==> src/verilog/sssp_defines.svh <==
`ifndef SSSP_DEFINES_SVH
`define SSSP_DEFINES_SVH
// Register byte addresses (printed offsets are not all multiples of four)
`define SSSP_IDX_IRQ_DISABLE  8'hC2
`define SSSP_IDX_SHIFT_DATA   8'hDD
`define SSSP_ADR_IRQ_DISABLE  10'h308
`define SSSP_ADR_SHIFT_DATA   10'h374
`define SSSP_ADR_IRQ_STATUS   10'h000
`define SSSP_ADR_IRQ_CLEAR    10'h004
`define SSSP_ADR_IRQ_ENABLE   10'h008
`define SSSP_ADR_CONFIG       10'h00C
// Field positions
`define SSSP_EVT_BYTE_DONE    0
`define SSSP_CFG_OUT_OD       0
// Reset values
`define SSSP_SHIFT_RST        8'h00
`define SSSP_CNT_RST          4'h0
`define SSSP_BITS_PER_BYTE    4'h8
`endif

==> src/verilog/sssp_pkg.sv <==
`default_nettype none
package sssp_pkg;
  typedef logic [7:0] sssp_byte_t;
  typedef logic [3:0] sssp_cnt_t;
endpackage
`default_nettype wire

==> src/verilog/sssp_top.sv <==
// Register access over Wishbone was chosen for this implementation.
`default_nettype none
`include "sssp_defines.svh"
module sssp_top
  import sssp_pkg::*;
#(
  parameter int ADR_W = 10
) (
  // Clock and reset
  input  wire logic             clk_i,
  input  wire logic             rst_i,
  // Wishbone slave
  input  wire logic             cyc_i,
  input  wire logic             stb_i,
  input  wire logic             we_i,
  input  wire logic [ADR_W-1:0] adr_i,
  input  wire logic [3:0]       sel_i,
  input  wire logic [31:0]      dat_i,
  output logic      [31:0]      dat_o,
  output logic                  ack_o,
  // Serial pins
  input  wire logic             sclk_i,
  input  wire logic             sdin_i,
  output logic                  sdout_o,
  output logic                  sdout_oe_n_o,
  // Interrupts
  output logic                  irq_n_o,
  output logic                  irq_o
);
  // ==========================================================
  // Elaboration checks: the register map needs ten address bits
  if (ADR_W < 10) begin : g_adr_chk
    $error("ADR_W must be at least 10");
  end

  // ==========================================================
  // Pin synchronisers
  logic sclk_s;
  logic sdin_s;
  sssp_sync u_sync_clk (.clk_i(clk_i), .rst_i(rst_i), .async_i(sclk_i), .sync_o(sclk_s));
  sssp_sync u_sync_din (.clk_i(clk_i), .rst_i(rst_i), .async_i(sdin_i), .sync_o(sdin_s));

  // ==========================================================
  // State
  sssp_byte_t shift_data_reg_r, shift_data_reg_nxt;
  sssp_cnt_t  cnt_r,            cnt_nxt;
  logic       sclk_d_r,         sclk_d_nxt;
  logic       ser_ien_r,        ser_ien_nxt;
  logic       irq_n_r,          irq_n_nxt;
  logic       od_r,             od_nxt;
  logic       sdout_r,          sdout_nxt;
  logic       oe_n_r,           oe_n_nxt;
  logic       sts_r,            sts_nxt;
  logic       ien_r,            ien_nxt;
  logic       irq_r,            irq_nxt;
  logic       ack_r,            ack_nxt;
  logic [31:0] dat_r,           dat_nxt;

  logic req;
  logic wr;
  logic fall;
  logic count_terminal_output;
  logic byte_done;
  logic [ADR_W-1:0] a;

  always_comb begin
    a    = adr_i & ~ADR_W'(3);
    req  = cyc_i && stb_i && !ack_r;
    wr   = req && we_i && sel_i[0];
    // Terminal output low once eight bits are in; gates the serial clock
    count_terminal_output = (cnt_r != `SSSP_BITS_PER_BYTE);
    fall = sclk_d_r && !sclk_s;
    byte_done = fall && count_terminal_output && (cnt_r == `SSSP_BITS_PER_BYTE - 4'h1);
  end

  // ==========================================================
  // Shift engine and interrupt
  always_comb begin
    shift_data_reg_nxt = shift_data_reg_r;
    cnt_nxt            = cnt_r;
    sclk_d_nxt         = sclk_s;
    ser_ien_nxt        = ser_ien_r;
    irq_n_nxt          = 1'b1;
    if (wr && a == `SSSP_ADR_SHIFT_DATA) begin
      // A write resets the counter and wins over a coincident edge
      shift_data_reg_nxt = dat_i[7:0];
      cnt_nxt            = `SSSP_CNT_RST;
      ser_ien_nxt        = 1'b1;
    end else if (fall && count_terminal_output) begin
      shift_data_reg_nxt = {shift_data_reg_r[6:0], sdin_s};
      cnt_nxt            = cnt_r + 4'h1;
    end
    if (wr && a == `SSSP_ADR_IRQ_DISABLE)
      ser_ien_nxt = 1'b0;
    // One-cycle low pulse gives the core a falling edge
    if (byte_done && ser_ien_r && !(wr && a == `SSSP_ADR_SHIFT_DATA))
      irq_n_nxt = 1'b0;
  end

  // Edges after the eighth are dropped until software writes the data register
  always_ff @(posedge clk_i) begin
    if (rst_i) begin
      shift_data_reg_r <= `SSSP_SHIFT_RST;
      cnt_r            <= `SSSP_CNT_RST;
      // Parked high like the idle pin, so reset cannot fake a falling edge
      sclk_d_r         <= 1'b1;
      ser_ien_r        <= 1'b0;
      irq_n_r          <= 1'b1;
    end else begin
      shift_data_reg_r <= shift_data_reg_nxt;
      cnt_r            <= cnt_nxt;
      sclk_d_r         <= sclk_d_nxt;
      ser_ien_r        <= ser_ien_nxt;
      irq_n_r          <= irq_n_nxt;
    end
  end

  // ==========================================================
  // Output pin: shift register MSB reaches the pin only in open-drain mode
  always_comb begin
    sdout_nxt = 1'b0;
    oe_n_nxt  = !(od_r && !shift_data_reg_r[7]);
  end

  always_ff @(posedge clk_i) begin
    if (rst_i) begin
      sdout_r          <= 1'b0;
      oe_n_r           <= 1'b1;
    end else begin
      sdout_r          <= sdout_nxt;
      oe_n_r           <= oe_n_nxt;
    end
  end

  // ==========================================================
  // Sticky status, enable, level interrupt
  always_comb begin
    sts_nxt = sts_r;
    ien_nxt = ien_r;
    od_nxt  = od_r;
    if (wr && a == `SSSP_ADR_IRQ_CLEAR && dat_i[`SSSP_EVT_BYTE_DONE])
      sts_nxt = 1'b0;
    // Set wins over a clear in the same cycle
    if (byte_done)
      sts_nxt = 1'b1;
    if (wr && a == `SSSP_ADR_IRQ_ENABLE)
      ien_nxt = dat_i[`SSSP_EVT_BYTE_DONE];
    if (wr && a == `SSSP_ADR_CONFIG)
      od_nxt = dat_i[`SSSP_CFG_OUT_OD];
    irq_nxt = sts_nxt && ien_nxt;
  end

  always_ff @(posedge clk_i) begin
    if (rst_i) begin
      od_r             <= 1'b0;
      sts_r            <= 1'b0;
      ien_r            <= 1'b0;
      irq_r            <= 1'b0;
    end else begin
      od_r             <= od_nxt;
      sts_r            <= sts_nxt;
      ien_r            <= ien_nxt;
      irq_r            <= irq_nxt;
    end
  end

  // ==========================================================
  // Wishbone: one wait state, unmapped reads return zero
  always_comb begin
    ack_nxt = req;
    dat_nxt = 32'h0000_0000;
    if (req && !we_i) begin
      case (a)
        `SSSP_ADR_SHIFT_DATA:  dat_nxt = {24'h00_0000, shift_data_reg_r};
        `SSSP_ADR_IRQ_STATUS:  dat_nxt = {31'h0000_0000, sts_r};
        `SSSP_ADR_IRQ_ENABLE:  dat_nxt = {31'h0000_0000, ien_r};
        `SSSP_ADR_CONFIG:      dat_nxt = {31'h0000_0000, od_r};
        default:               dat_nxt = 32'h0000_0000;
      endcase
    end
  end

  // Read data is registered so that dat_o comes straight from a flop
  always_ff @(posedge clk_i) begin
    if (rst_i) begin
      ack_r            <= 1'b0;
      dat_r            <= 32'h0000_0000;
    end else begin
      ack_r            <= ack_nxt;
      dat_r            <= dat_nxt;
    end
  end

  assign dat_o        = dat_r;
  assign ack_o        = ack_r;
  assign sdout_o      = sdout_r;
  assign sdout_oe_n_o = oe_n_r;
  assign irq_n_o      = irq_n_r;
  assign irq_o        = irq_r;

  // ==========================================================
  // Assertions
  AST_CNT_MAX: assert property (@(posedge clk_i) disable iff (rst_i)
    cnt_r <= `SSSP_BITS_PER_BYTE) else $error("counter above eight");
  AST_STOP_AT_EIGHT: assert property (@(posedge clk_i) disable iff (rst_i)
    (cnt_r == 4'h8 && !(wr && a == `SSSP_ADR_SHIFT_DATA)) |=> $stable(shift_data_reg_r) && cnt_r == 4'h8)
    else $error("clocking not gated after eight bits");
  AST_SHIFT_MSB: assert property (@(posedge clk_i) disable iff (rst_i)
    (fall && count_terminal_output && !(wr && a == `SSSP_ADR_SHIFT_DATA))
      |=> shift_data_reg_r[7:1] == $past(shift_data_reg_r[6:0])) else $error("shift not msb first");
  AST_ADVANCE: assert property (@(posedge clk_i) disable iff (rst_i)
    (fall && count_terminal_output && !(wr && a == `SSSP_ADR_SHIFT_DATA))
      |=> cnt_r == $past(cnt_r) + 4'h1) else $error("counter did not advance");
  AST_WR_CLEARS: assert property (@(posedge clk_i) disable iff (rst_i)
    (wr && a == `SSSP_ADR_SHIFT_DATA) |=> cnt_r == 4'h0 && ser_ien_r) else $error("write did not reset counter");
  AST_DISABLE: assert property (@(posedge clk_i) disable iff (rst_i)
    (wr && a == `SSSP_ADR_IRQ_DISABLE) |=> !ser_ien_r) else $error("disable write ignored");
  AST_IRQ_PULSE: assert property (@(posedge clk_i) disable iff (rst_i)
    (byte_done && ser_ien_r && !(wr && a == `SSSP_ADR_SHIFT_DATA)) |=> !irq_n_o ##1 irq_n_o)
    else $error("missing interrupt pulse");
  AST_IRQ_CAUSE: assert property (@(posedge clk_i) disable iff (rst_i)
    $fell(irq_n_o) |-> $past(byte_done) && $past(ser_ien_r)) else $error("spurious interrupt");
  AST_READ_KEEPS: assert property (@(posedge clk_i) disable iff (rst_i)
    (req && !we_i && !fall) |=> $stable(cnt_r) && $stable(ser_ien_r)) else $error("read disturbed state");
  AST_RESET_OFF: assert property (@(posedge clk_i) $fell(rst_i) |-> !ser_ien_r)
    else $error("interrupt enabled after reset");
  COV_BYTE: cover property (@(posedge clk_i) disable iff (rst_i) byte_done);
  COV_IRQ: cover property (@(posedge clk_i) disable iff (rst_i) $fell(irq_n_o));
  COV_LEVEL: cover property (@(posedge clk_i) disable iff (rst_i) irq_o);
  COV_RESTART: cover property (@(posedge clk_i) disable iff (rst_i)
    wr && a == `SSSP_ADR_SHIFT_DATA && cnt_r != 4'h0 && count_terminal_output);
  COV_EXTRA_EDGE: cover property (@(posedge clk_i) disable iff (rst_i) fall && !count_terminal_output);

  // ==========================================================
  // Link assertions
  AST_SHIFT_IN: assert property (@(posedge clk_i) disable iff (rst_i)
    (fall && count_terminal_output && !(wr && a == `SSSP_ADR_SHIFT_DATA))
      |=> shift_data_reg_r[0] == $past(sdin_s)) else $error("serial input bit lost");
  AST_HOLD_IDLE: assert property (@(posedge clk_i) disable iff (rst_i)
    (!fall && !(wr && a == `SSSP_ADR_SHIFT_DATA)) |=> $stable(cnt_r) && $stable(shift_data_reg_r))
    else $error("shift state moved without a clock edge");
  AST_WR_LOADS: assert property (@(posedge clk_i) disable iff (rst_i)
    (wr && a == `SSSP_ADR_SHIFT_DATA) |=> shift_data_reg_r == $past(dat_i[7:0]))
    else $error("data write not loaded");
  AST_OE_FOLLOWS: assert property (@(posedge clk_i) disable iff (rst_i)
    1'b1 |=> sdout_oe_n_o == !($past(od_r) && !$past(shift_data_reg_r[7])))
    else $error("open-drain enable does not follow the shift register");
  AST_SDOUT_LOW: assert property (@(posedge clk_i) disable iff (rst_i)
    !sdout_o) else $error("open-drain data value not low");

  // ==========================================================
  // Bus assertions
  AST_ACK_ANSWER: assert property (@(posedge clk_i) disable iff (rst_i)
    req |=> ack_o) else $error("request not acknowledged");
  AST_ACK_IDLE: assert property (@(posedge clk_i) disable iff (rst_i)
    !req |=> !ack_o) else $error("acknowledge without a request");
  AST_ACK_PULSE: assert property (@(posedge clk_i) disable iff (rst_i)
    ack_o |=> !ack_o) else $error("acknowledge longer than one cycle");
  AST_RD_IDLE_ZERO: assert property (@(posedge clk_i) disable iff (rst_i)
    !ack_o |-> dat_o == 32'h0000_0000) else $error("read data outside acknowledge");
  AST_RD_SHIFT: assert property (@(posedge clk_i) disable iff (rst_i)
    (req && !we_i && a == `SSSP_ADR_SHIFT_DATA) |=> dat_o[7:0] == $past(shift_data_reg_r))
    else $error("data read does not return the shift register");
  AST_RD_DISABLE_ZERO: assert property (@(posedge clk_i) disable iff (rst_i)
    (req && !we_i && a == `SSSP_ADR_IRQ_DISABLE) |=> dat_o == 32'h0000_0000)
    else $error("disable register read not zero");
  AST_ENABLE_WR: assert property (@(posedge clk_i) disable iff (rst_i)
    (wr && a == `SSSP_ADR_IRQ_ENABLE) |=> ien_r == $past(dat_i[0]))
    else $error("enable write not taken");
  AST_CFG_WR: assert property (@(posedge clk_i) disable iff (rst_i)
    (wr && a == `SSSP_ADR_CONFIG) |=> od_r == $past(dat_i[0]))
    else $error("configuration write not taken");

  // ==========================================================
  // Interrupt assertions
  AST_IRQ_LEVEL: assert property (@(posedge clk_i) disable iff (rst_i)
    irq_o == (sts_r && ien_r)) else $error("level interrupt disagrees with status and enable");
  AST_STS_SET: assert property (@(posedge clk_i) disable iff (rst_i)
    byte_done |=> sts_r) else $error("byte done not recorded");
  AST_STS_STICKY: assert property (@(posedge clk_i) disable iff (rst_i)
    (sts_r && !(wr && a == `SSSP_ADR_IRQ_CLEAR && dat_i[`SSSP_EVT_BYTE_DONE])) |=> sts_r)
    else $error("status bit lost without a clear");
  AST_IRQ_ONE_CYCLE: assert property (@(posedge clk_i) disable iff (rst_i)
    !irq_n_o |=> irq_n_o) else $error("interrupt pulse longer than one cycle");
  AST_NO_IRQ_DISABLED: assert property (@(posedge clk_i) disable iff (rst_i)
    !ser_ien_r |=> irq_n_o) else $error("interrupt pulse while disabled");
endmodule // sssp_top
`default_nettype wire

==> src/verilog/sssp_sync.sv <==
`default_nettype none
module sssp_sync (
  // Clock and reset
  input  wire logic clk_i,
  input  wire logic rst_i,
  // Asynchronous level in, synchronous level out
  input  wire logic async_i,
  output logic      sync_o
);
  logic meta_r;
  logic meta_nxt;
  logic sync_r;
  logic sync_nxt;

  always_comb begin
    meta_nxt = async_i;
    sync_nxt = meta_r;
  end

  always_ff @(posedge clk_i) begin
    if (rst_i) begin
      meta_r <= 1'b1;
      sync_r <= 1'b1;
    end else begin
      meta_r <= meta_nxt;
      sync_r <= sync_nxt;
    end
  end

  assign sync_o = sync_r;
endmodule // sssp_sync
`default_nettype wire

==> config.mk <==
export PLATFORM = sky130hd
export DESIGN_NAME = sssp_top
export DESIGN_NICKNAME = d
export VERILOG_FILES = /design/src/verilog/sssp_pkg.sv /design/src/verilog/sssp_top.sv /design/src/verilog/sssp_sync.sv
export VERILOG_INCLUDE_DIRS = /design/src /design/src/verilog
export SDC_FILE = /design/constraint.sdc
export NUM_CORES = 1
export LEC_CHECK = 0
export ABC_AREA = 1
export BUFFER_PORTS_ARGS = -buffer_cell sky130_fd_sc_hd__buf_2
export CAP_MARGIN = 15
export CORE_UTILIZATION = 49
export DETAILED_ROUTE_END_ITERATION = 7
export GPL_TIMING_DRIVEN = 0
export PLACE_DENSITY = 0.85
export SLEW_MARGIN = 15
export SYNTH_ARGS = -nofsm -noshare
export SYNTH_HDL_FRONTEND = slang
export SYNTH_SLANG_ARGS = --single-unit
==> constraint.sdc <==
create_clock -name clk_i -period 2.4 [get_ports clk_i]
set_input_delay 0.36 -clock clk_i [delete_from_list [all_inputs] [get_ports clk_i]]
set_output_delay 0.36 -clock clk_i [all_outputs]
set_load 0.005 [all_outputs]
==> metrics, run 1 <==
status=finished, final reports clean; first-pass GRT wire length=5470 um; final cell count without fillers=347; pin count of the biggest net entering global routing=11; gr ovfl total=0; crit-path cells=inv_1 > ha_1 > nand3_2 > nand2_2 > inv_2 > buf_6 > nand2_1 > o21ai_0 > nand2_1 > a21oi_2; unrepaired setup endpoints after global routing=false; Pins Over Slew Limit=0; DR top layer=met4; Clk network pwr share=40.0%; drt initial violations=83; biggest area consumer among synthesized cells=dfxtp_1; share of cells above drive strength 1=36.5%; starting density of the core=52.3%; family with the most delay on the worst path=flip-flops; drt drc=0; Clock Sink Count=33; wire per inst=9.61 um; Die W=62.6 um; MaxCap Viol Count=0; area grow syn2layout=23.5%; met3 WL=228 um; global-route usage over all layers=17.9%; total wire length=3330 um; Crit Path Max Fanout=10; XOR/XNOR Fraction of Synth Area=0.486%; placed cell count=339; type of origin of the critical path=register; Ys Warns=0; met1 WL=1410 um; H-tree level count=2; TritonCTS Buffers=5; die area=3920 um2; mux contribution to synthesized area=0%; final setup fails=0; Crit path top cell by count=nand2_1; largest family of logic cells by synthesized area=simple AND/OR/NAND/NOR gates; Cell Area, Synth=1800 um2; Hold Crit Class=in -> reg; synth top area cells=dfxtp_1 (37%), buf_4 (10%), nand2_1 (9.4%); die height=62.6 um; fraction of the mapped netlist area in simple logic gates=34.7%; clock latency on the worst-skew pair=0.29 ns; critical path data arrival time=1.66 ns; Seq cells post-synth=33; number of top-level pins=90; Tmin final=1.44 ns; antenna cells=0; Setup crit end kind=register; post-CTS sizing=0; Core Area=3440 um2; worst path bufs/invs=3; nets=355; FP Rows=21; top cell type's share of synthesized area=36.7%; ANT nets after route=0; Root Buffer=clkbuf_8; router iterations before antenna repair=4; initial antenna violation count=0; Synth Area in Adders=1.39%; Crit Path Category=reg -> reg; GPL Wtd Cong=0.836; Sw Ratio=23.2%; Max rail drop VDD=0.000361 V; DPL Wire Length=2540 um; Fin. Hold Viols=0; Layout fillers=307; Pwr per Cell Area=509 nW/um2; CP max stage delay=0.38 ns; complex-gate fraction of the synthesized area=7.50%; FMAX=0.694 GHz; sequential share of the synthesized area=36.7%; CTS tree=yes; Post-CTS Hold Fix Bufs=0; Via density=4.40; period utilisation layout=60.0%; Clock Skew=0.0105 ns; vias in the first global route=1302; post-synth cell types=25; Int Pwr=0.871 mW; IO buf count=35; combinational share of power=10.8%; Synth Instances=234; Fin Hold WS=0.257 ns; Clock Path Buffers=2; postcts setup bufs=0; clock-pin slew on the worst setup and hold paths=0.07 ns; Seq pwr share=49.2%; Avg Inst Size Synth=7.70 um2; routed wl met2=1640 um; Slowest-stage cell, CP=dfxtp_1; CP required=2.62 ns; via count=1527; Psw=0.263 mW; Pleak=1.03 nW; Final TNS setup=0 ns
-- cell usage after synthesis (all sizes together) --
master,instances
buf,29
nor2,26
nand3,24
a21oi,12
dfxtp,33
nor3b,6
or2,5
xor2,1
nor3,2
conb,1
inv,31
nand2,49
o21ai,9
nand4,4
ha,2
-- path summary, 6_finish.rpt --
path | slack [ns] | end | cells after the start | from
hold reg to reg | 0.41 | u_sync_din.sync_o$_SDFF_PP1_ | 1 | u_sync_din.meta_r$_SDFF_PP1_
setup / recovery | 0.96 | shift_data_reg_r[4]$_SDFFE_PP0P_ | 10 | cnt_r[0]$_SDFFE_PP0P_
setup reg to reg | 0.96 | shift_data_reg_r[4]$_SDFFE_PP0P_ | 10 | cnt_r[0]$_SDFFE_PP0P_
hold / removal | 0.26 | u_sync_clk.meta_r$_SDFF_PP1_ | 2 | sclk_i
-- cell usage in the layout (no fill, tap or decap) --
| cell type | n |
|---|---|
| conb_1 | 25 |
| inv_1 | 29 |
| o21ai_0 | 9 |
| nand3_4 | 1 |
| buf_4 | 25 |
| nand2_2 | 3 |
| nor3b_1 | 6 |
| nor3_1 | 2 |
| nor2_4 | 3 |
| clkbuf_8 | 7 |
| clkinv_2 | 1 |
| or2_2 | 5 |
| nand3_1 | 13 |
| nand3_2 | 10 |
| nand2_1 | 45 |
| a21oi_2 | 8 |
| nor2_1 | 18 |
| buf_2 | 36 |
| nand4_1 | 4 |
| a21oi_1 | 4 |
| xor2_1 | 1 |
| buf_6 | 3 |
| nand2_4 | 1 |
| dfxtp_1 | 33 |
| ha_1 | 2 |
| nor2_2 | 5 |
| inv_2 | 2 |
-- power by group through the flow --
| stage | registers (mW) | clock network (mW) | logic (mW) |
|---|---|---|---|
| global placement | 0.570 | 0 | 0.119 |
| detailed placement | 0.570 | 0 | 0.121 |
| global route | 0.558 | 0.487 | 0.135 |
| floorplan | 0.569 | 0 | 0.0873 |
| CTS | 0.558 | 0.458 | 0.121 |
| finish | 0.558 | 0.454 | 0.123 |
-- layer usage --
layer / vias to the layer above / GRT usage [%]
met1: 651 / 19.9
met3: 7 / 4.38
li1: 812 / -
met2: 57 / 32.1
met5: - / 0
met4: 0 / 7.85
-- logic make-up after synthesis --
group,after synthesis
buffers and inverters,60
other,1
XOR/XNOR,1
adder cells (fa/ha/maj),2
AND/OR/NAND/NOR,116
flip-flops,33
AO/OA/AOI/OAI,21
-- worst register-to-register path: stages (launching register included) --
cell,delay (ns)
dfxtp_1,0.38
inv_1,0.07
ha_1,0.21
nand3_2,0.08
nand2_2,0.09
inv_2,0.07
buf_6,0.13
nand2_1,0.05
o21ai_0,0.08
nand2_1,0.09
a21oi_2,0.11
-- area by class of cell --
cell class              count  area (um2)  area share, %
clock inverters             1        5.00          0.225
flip-flops and latches     33         661           29.7
repair buffers             35         175           7.87
plain buffers              29         226           10.2
clock buffers               7        96.3           4.33
multi-input cells         165         888           39.9
inverters                  31         116           5.23
well taps                  46        57.6           2.59
-- per-stage QoR --
step	setup slack, ns	instance area, um2	util (%)	power [mW]
6_report	0.960	2230	64.7	1.13
5_1_grt	0.833	2230	64.7	1.18
4_1_cts	0.954	2230	64.7	1.14
3_5_place_dp	0.959	2120	61.7	0.691
3_3_place_gp	0.980	2120	61.7	0.689
2_1_floorplan	1.15	1890	-	0.656
Note: power is estimated with default switching activity, not from simulation.
==> run 2: changes to the inputs <==
- CORE_UTILIZATION: 49 -> 41
- PLACE_DENSITY: 0.85 -> 0.76
- clock period: 2.4 -> 1.2 ns (I/O delays scaled with it)
==> run 2 against run 1 <==
Net effect:
- the run now ends with negative setup slack left
- total power rose by 94%
- count of clock-buffer cells in the layout shrank 1
- final cell count is 4.6% higher
- cell area increased by 8.8%
- sequential share of layout area fell by 2.3 points
- clock power grew 77%
- sequential cell count stayed put
- fmax up 14%
- worst setup slack got worse by 1.0 ns
- sequential power is 100% higher
- register-to-register slack got worse by 1.0 ns
==> metrics, run 2 (same netlist as run 1, synthesis figures left out) <==
status=complete, but fails checks; failing checks=negative setup slack; ANT nets after route=0; nets=367; FP Rows=23; GPL Wtd Cong=0.789; Pleak=1.10 nW; wire per inst=10.2 um; final setup fails=10; reg-to-reg slack, setup=-0.06 ns; Sw Ratio=25.1%; Layout fillers=374; drt initial violations=103; H-tree level count=2; IO buf count=35; most common cell after layout, fill and taps aside=nand2_1; Via density=4.43; most frequent cells in the layout=nand2_1 (41), buf_2 (37), buf_4 (31), dfxtp_1 (31), inv_1 (27); Seq pwr share=50.6%; unrepaired setup endpoints after global routing=true; first-pass GRT wire length=5910 um; total power=2.20 mW; Crit Path Category=reg -> reg; final cell count without fillers=363; MaxCap Viol Count=0; die area=4660 um2; clock latency on the worst-skew pair=0.29 ns; Psw=0.552 mW; drt drc=0; pin count of the biggest net entering global routing=11; vias in the first global route=1325; Final WS setup=-0.0593 ns; total wire length=3710 um; Root Buffer=clkbuf_8; CP required=1.36 ns; share of cells above drive strength 1=45.4%; critical path data arrival time=1.42 ns; Die W=68.3 um; CTS tree=yes; Tmin final=1.26 ns; die height=68.3 um; type of origin of the critical path=register; clock-pin slew on the worst setup and hold paths=0.07 ns; Clock Path Buffers=2; starting density of the core=43.8%; Fin Hold WS=0.0666 ns; global-route usage over all layers=17.5%; Worst Setup SP=cnt_r[0]$_SDFFE_PP0P_; router iterations before antenna repair=4; Pwr per Cell Area=909 nW/um2; Hold Crit Class=in -> reg; Clock Sink Count=33; FMAX=0.794 GHz; Crit Path Max Fanout=3; Fin. Hold Viols=0; area grow syn2layout=34.4%; Clock Skew=0.00419 ns; initial antenna violation count=0; Int Pwr=1.65 mW; via count=1608; DPL Wire Length=2520 um; Pins Over Slew Limit=0; design area=2420 um2; Post-CTS Hold Fix Bufs=0; combinational share of power=13.0%; placed cell count=343; TritonCTS Buffers=5; Max rail drop VDD=0.000558 V; period utilisation layout=105%; Area after DPL=2140 um2; number of top-level pins=90; worst reg2reg startpoint=cnt_r[0]$_SDFFE_PP0P_; Clk network pwr share=36.4%; Final TNS setup=-0.450 ns; gr ovfl total=0; Worst Hold Launch=sclk_i; Core Area=4120 um2; Setup crit end kind=register; antenna cells=0
-- run 2: changes by cell type in the layout (fill, tap and decap cells not counted), sizes merged --
cell / delta
buf: +12
clkbuf: -1
clkinv: +1
-- run 2: critical path, stage by stage, from the launching register on --
cell     delay [ns]
dfxtp_2        0.34
inv_2          0.05
ha_4           0.15
nand3_4        0.09
nand2_4        0.07
buf_12         0.13
buf_6          0.11
nor2_4         0.09
nand4_1        0.10
-- run 2: routing by layer --
metal	track usage [%]	up-vias	wire length (um)
met4	7.03	0	69
met1	22.2	701	1590
met3	5.00	8	293
li1	-	841	-
met5	0	-	0
met2	27.6	58	1750
-- run 2: area by class of cell --
class	instances	area (um2)	share of cell area, %
inverters	31	119	4.91
clock buffers	6	72.6	3.00
flip-flops and latches	33	663	27.4
repair buffers	47	290	12.0
well taps	50	62.6	2.58
multi-input cells	165	978	40.4
plain buffers	29	226	9.35
clock inverters	2	10.0	0.413
-- run 2: repair_timing --
action	CTS	global route
pin swaps	8	17
setup endpoints to repair	15	23
setup buffers	10	1
cloned	1	0
gates resized for setup	11	22
-- run 2: worst paths after layout --
| kind | end | cells past startpoint |
|---|---|---|
| max reg2reg | irq_n_o$_SDFF_PP1_ | 8 |
| min reg2reg | u_sync_din.sync_o$_SDFF_PP1_ | 1 |
| max | irq_n_o$_SDFF_PP1_ | 8 |
| min | u_sync_clk.meta_r$_SDFF_PP1_ | 2 |
-- run 2: per-stage QoR --
| step | utilization, % | worst slack, ns |
|---|---|---|
| after CTS | 56.8 | -0.0366 |
| after global routing | 58.9 | -0.152 |
| after detailed placement | 52.1 | -0.102 |
| after global placement | 52.1 | -0.103 |
| after floorplan | - | 0.0153 |
| final | 58.9 | -0.0593 |
-- run 2: power by group through the flow --
stage          clock network (mW)  logic, mW  registers [mW]
6_report                    0.802      0.285            1.12
5_1_grt                     0.873      0.318            1.12
4_1_cts                     0.812      0.263            1.11
3_5_place_dp                    0      0.244            1.14
3_3_place_gp                    0      0.242            1.14
2_1_floorplan                   0      0.177            1.14
==> run 3: changes to the inputs <==
- SYNTH_HIERARCHICAL: default -> 1
==> run 3 against run 2 <==
Net effect:
- the flow still finishes with violations (negative setup slack)
- utilization shrank 0.090 points
- synthesized cell count grew 3.8%
- sequential share of layout area grew 0.48 points
- final cell count grew 2.8%
- clock power grew 2%
- combinational power shrank 3%
- highest routed layer unchanged
==> metrics, run 3 <==
status=complete, but fails checks; failing checks=negative setup slack; critical path data arrival time=1.48 ns; crit-path cells=inv_2 > ha_4 > nand3_4 > nand2_4 > inv_4 > buf_6 > nand2_1 > o21ai_1 > nand2_1 > a21oi_1; Crit Path Max Fanout=5; GR Layer Usage met1=18.4%; Clock Skew=0.00591 ns; Die W=67.7 um; router iterations before antenna repair=5; Crit Path Category=reg -> reg; first-pass GRT wire length=5870 um; Ys Warns=6; GR peak layer=met2; clock latency on the worst-skew pair=0.29 ns; CP max stage delay=0.33 ns; Synth Instances=243; most common cell after layout, fill and taps aside=nand2_1; Cell Area, Synth=1770 um2; total wire length=3570 um; reg-to-reg slack, setup=-0.06 ns; Clock Path Buffers=2; Crit path depth=10; Avg Inst Size Synth=7.28 um2; clock-pin slew on the worst setup and hold paths=0.07 ns; GPL Wtd Cong=0.800; Worst Hold Depth=3; worst path bufs/invs=3; top cell type's share of synthesized area=37.3%; antenna cells=0; global-route usage over all layers=17.5%; type of origin of the critical path=register; biggest area consumer among synthesized cells=dfxtp_1; worst-margin pin slew=0.668 ns; Core Area=4060 um2; gr ovfl total=0; ANT nets after route=0; Pleak=1.16 nW; Pwr per Cell Area=927 nW/um2; Clock Sink Count=33; Tmin final=1.26 ns; Worst Setup SP=cnt_r[0]$_SDFFE_PP0P_; final cell count without fillers=373; worst reg2reg path depth=10; synth top area cells=dfxtp_1 (37%), nand2_1 (11%), buf_4 (11%); final setup fails=10; Via density=4.45; crit path capture=shift_data_reg_r[7]$_SDFFE_PP0P_; number of top-level pins=90; Pins Over Slew Limit=0; family with the most delay on the worst path=flip-flops; TritonCTS Buffers=5; Hold Crit Class=in -> reg; Setup crit end kind=register; via count=1659; Sw Ratio=25.7%; IO buf count=35; nets=377; FP Rows=23; Int Pwr=1.64 mW; DP Worst Slack=-0.133 ns; drt drc=0; FF-to-FF End=shift_data_reg_r[7]$_SDFFE_PP0P_; share of cells above drive strength 1=39.6%; CP required=1.42 ns; placed cell count=352; vias in the first global route=1434; starting density of the core=43.6%; DPL Wire Length=2520 um; post-synth cell types=29; drt initial violations=81; FMAX=0.792 GHz; most common flop cell mapped by yosys=dfxtp_1; CTS tree=yes; Final WS setup=-0.0631 ns; Root Buffer=clkbuf_8; EDFF count, synth=0; H-tree level count=2; most frequent cells in the layout=nand2_1 (50), buf_4 (37), buf_2 (35); met3 usage=4.22%; MaxCap Viol Count=0; Synth top cells by count=nand2_1 (54), dfxtp_1 (33), inv_1 (32); Final TNS setup=-0.396 ns; worst reg2reg startpoint=cnt_r[0]$_SDFFE_PP0P_; Fin. Hold Viols=0; period utilisation layout=105%; count leader, synth=nand2_1; pin count of the biggest net entering global routing=12; area grow syn2layout=34.8%; Crit path top cell by count=nand2_1; die area=4580 um2; combinational share of power=12.5%; Slowest-stage cell, CP=dfxtp_2; die height=67.7 um; sequential share of the synthesized area=37.3%; Clk network pwr share=37.1%; Layout fillers=376; met2 Use GR=31.4%; post-layout util=58.8%; wire per inst=9.57 um; Max rail drop VDD=0.000539 V; Seq pwr share=50.4%; unrepaired setup endpoints after global routing=true; Psw=0.569 mW; initial antenna violation count=0; asr flop ratio synth=0%; relative slew slack=55.5%; Seq cells post-synth=33
-- run 3: per-layer routing --
layer	part of all wire, %	up-vias
li1	-	858
met1	40	729
met2	52	61
met3	6.2	11
met4	2.5	0
met5	0	-
-- run 3: worst min path at each step --
stage          startpoint                            to  slack (ns)
2_1_floorplan       rst_i              ack_o$_SDFF_PP0_        0.26
3_3_place_gp       sclk_i  u_sync_clk/meta_r$_SDFF_PP1_        0.35
3_5_place_dp       sclk_i  u_sync_clk/meta_r$_SDFF_PP1_        0.36
4_1_cts            sclk_i  u_sync_clk/meta_r$_SDFF_PP1_        0.05
5_1_grt            sclk_i  u_sync_clk/meta_r$_SDFF_PP1_        0.07
6_report           sclk_i  u_sync_clk/meta_r$_SDFF_PP1_        0.06
-- run 3: repair_timing --
action,4_1_cts,5_1_grt
pin swaps,6,12
endpoints found under the setup margin,14,25
hold buffers,0,0
buffers inserted,6,5
gates resized for setup,12,17
gates cloned,1,1
-- run 3: tightest hold or removal path, delay by kind of cell --
family	cells	cell delay (ns)
buf+inv	2	0.10
simple gates	1	0.04
-- run 3: cells by family (layout without fill, tap and decap cells) --
logic type	Yosys count	in the layout	share of synthesized area, %
and+or+nand+nor	118	118	32.6
buffers and inverters	66	122	20.4
DFF	33	33	37.3
AOI/OAI and AO/OA	22	22	7.50
adders and majority gates	2	2	1.41
other	1	25	0.212
xor gates and xnor gates	1	1	0.495
-- run 3: power groups by stage --
| stage | logic [mW] | clock network, mW | registers (mW) |
|---|---|---|---|
| 3_3_place_gp | 0.234 | 0 | 1.14 |
| 4_1_cts | 0.259 | 0.842 | 1.11 |
| 2_1_floorplan | 0.170 | 0 | 1.14 |
| 3_5_place_dp | 0.237 | 0 | 1.14 |
| 6_report | 0.276 | 0.821 | 1.12 |
| 5_1_grt | 0.311 | 0.886 | 1.12 |
-- run 3: area by class of cell --
type                            instances  area (um2)  area share (%)
Multi-Input combinational cell        168         912            38.2
Sequential cell                        33         664            27.9
Timing Repair Buffer                   48         293            12.3
Buffer                                 30         229            9.60
Inverter                               36         138            5.77
Clock buffer                            5        68.8            2.89
Tap cell                               50        62.6            2.62
Clock inverter                          3        17.5           0.735
-- run 3: metrics by stage --
step	power [mW]	hold slack, ns	cell area, um2
after floorplan	1.31	0.264	1860
after global placement	1.37	0.351	2100
after detailed placement	1.38	0.357	2100
after CTS	2.22	0.0523	2280
after global routing	2.31	0.0668	2380
final	2.21	0.0573	2380
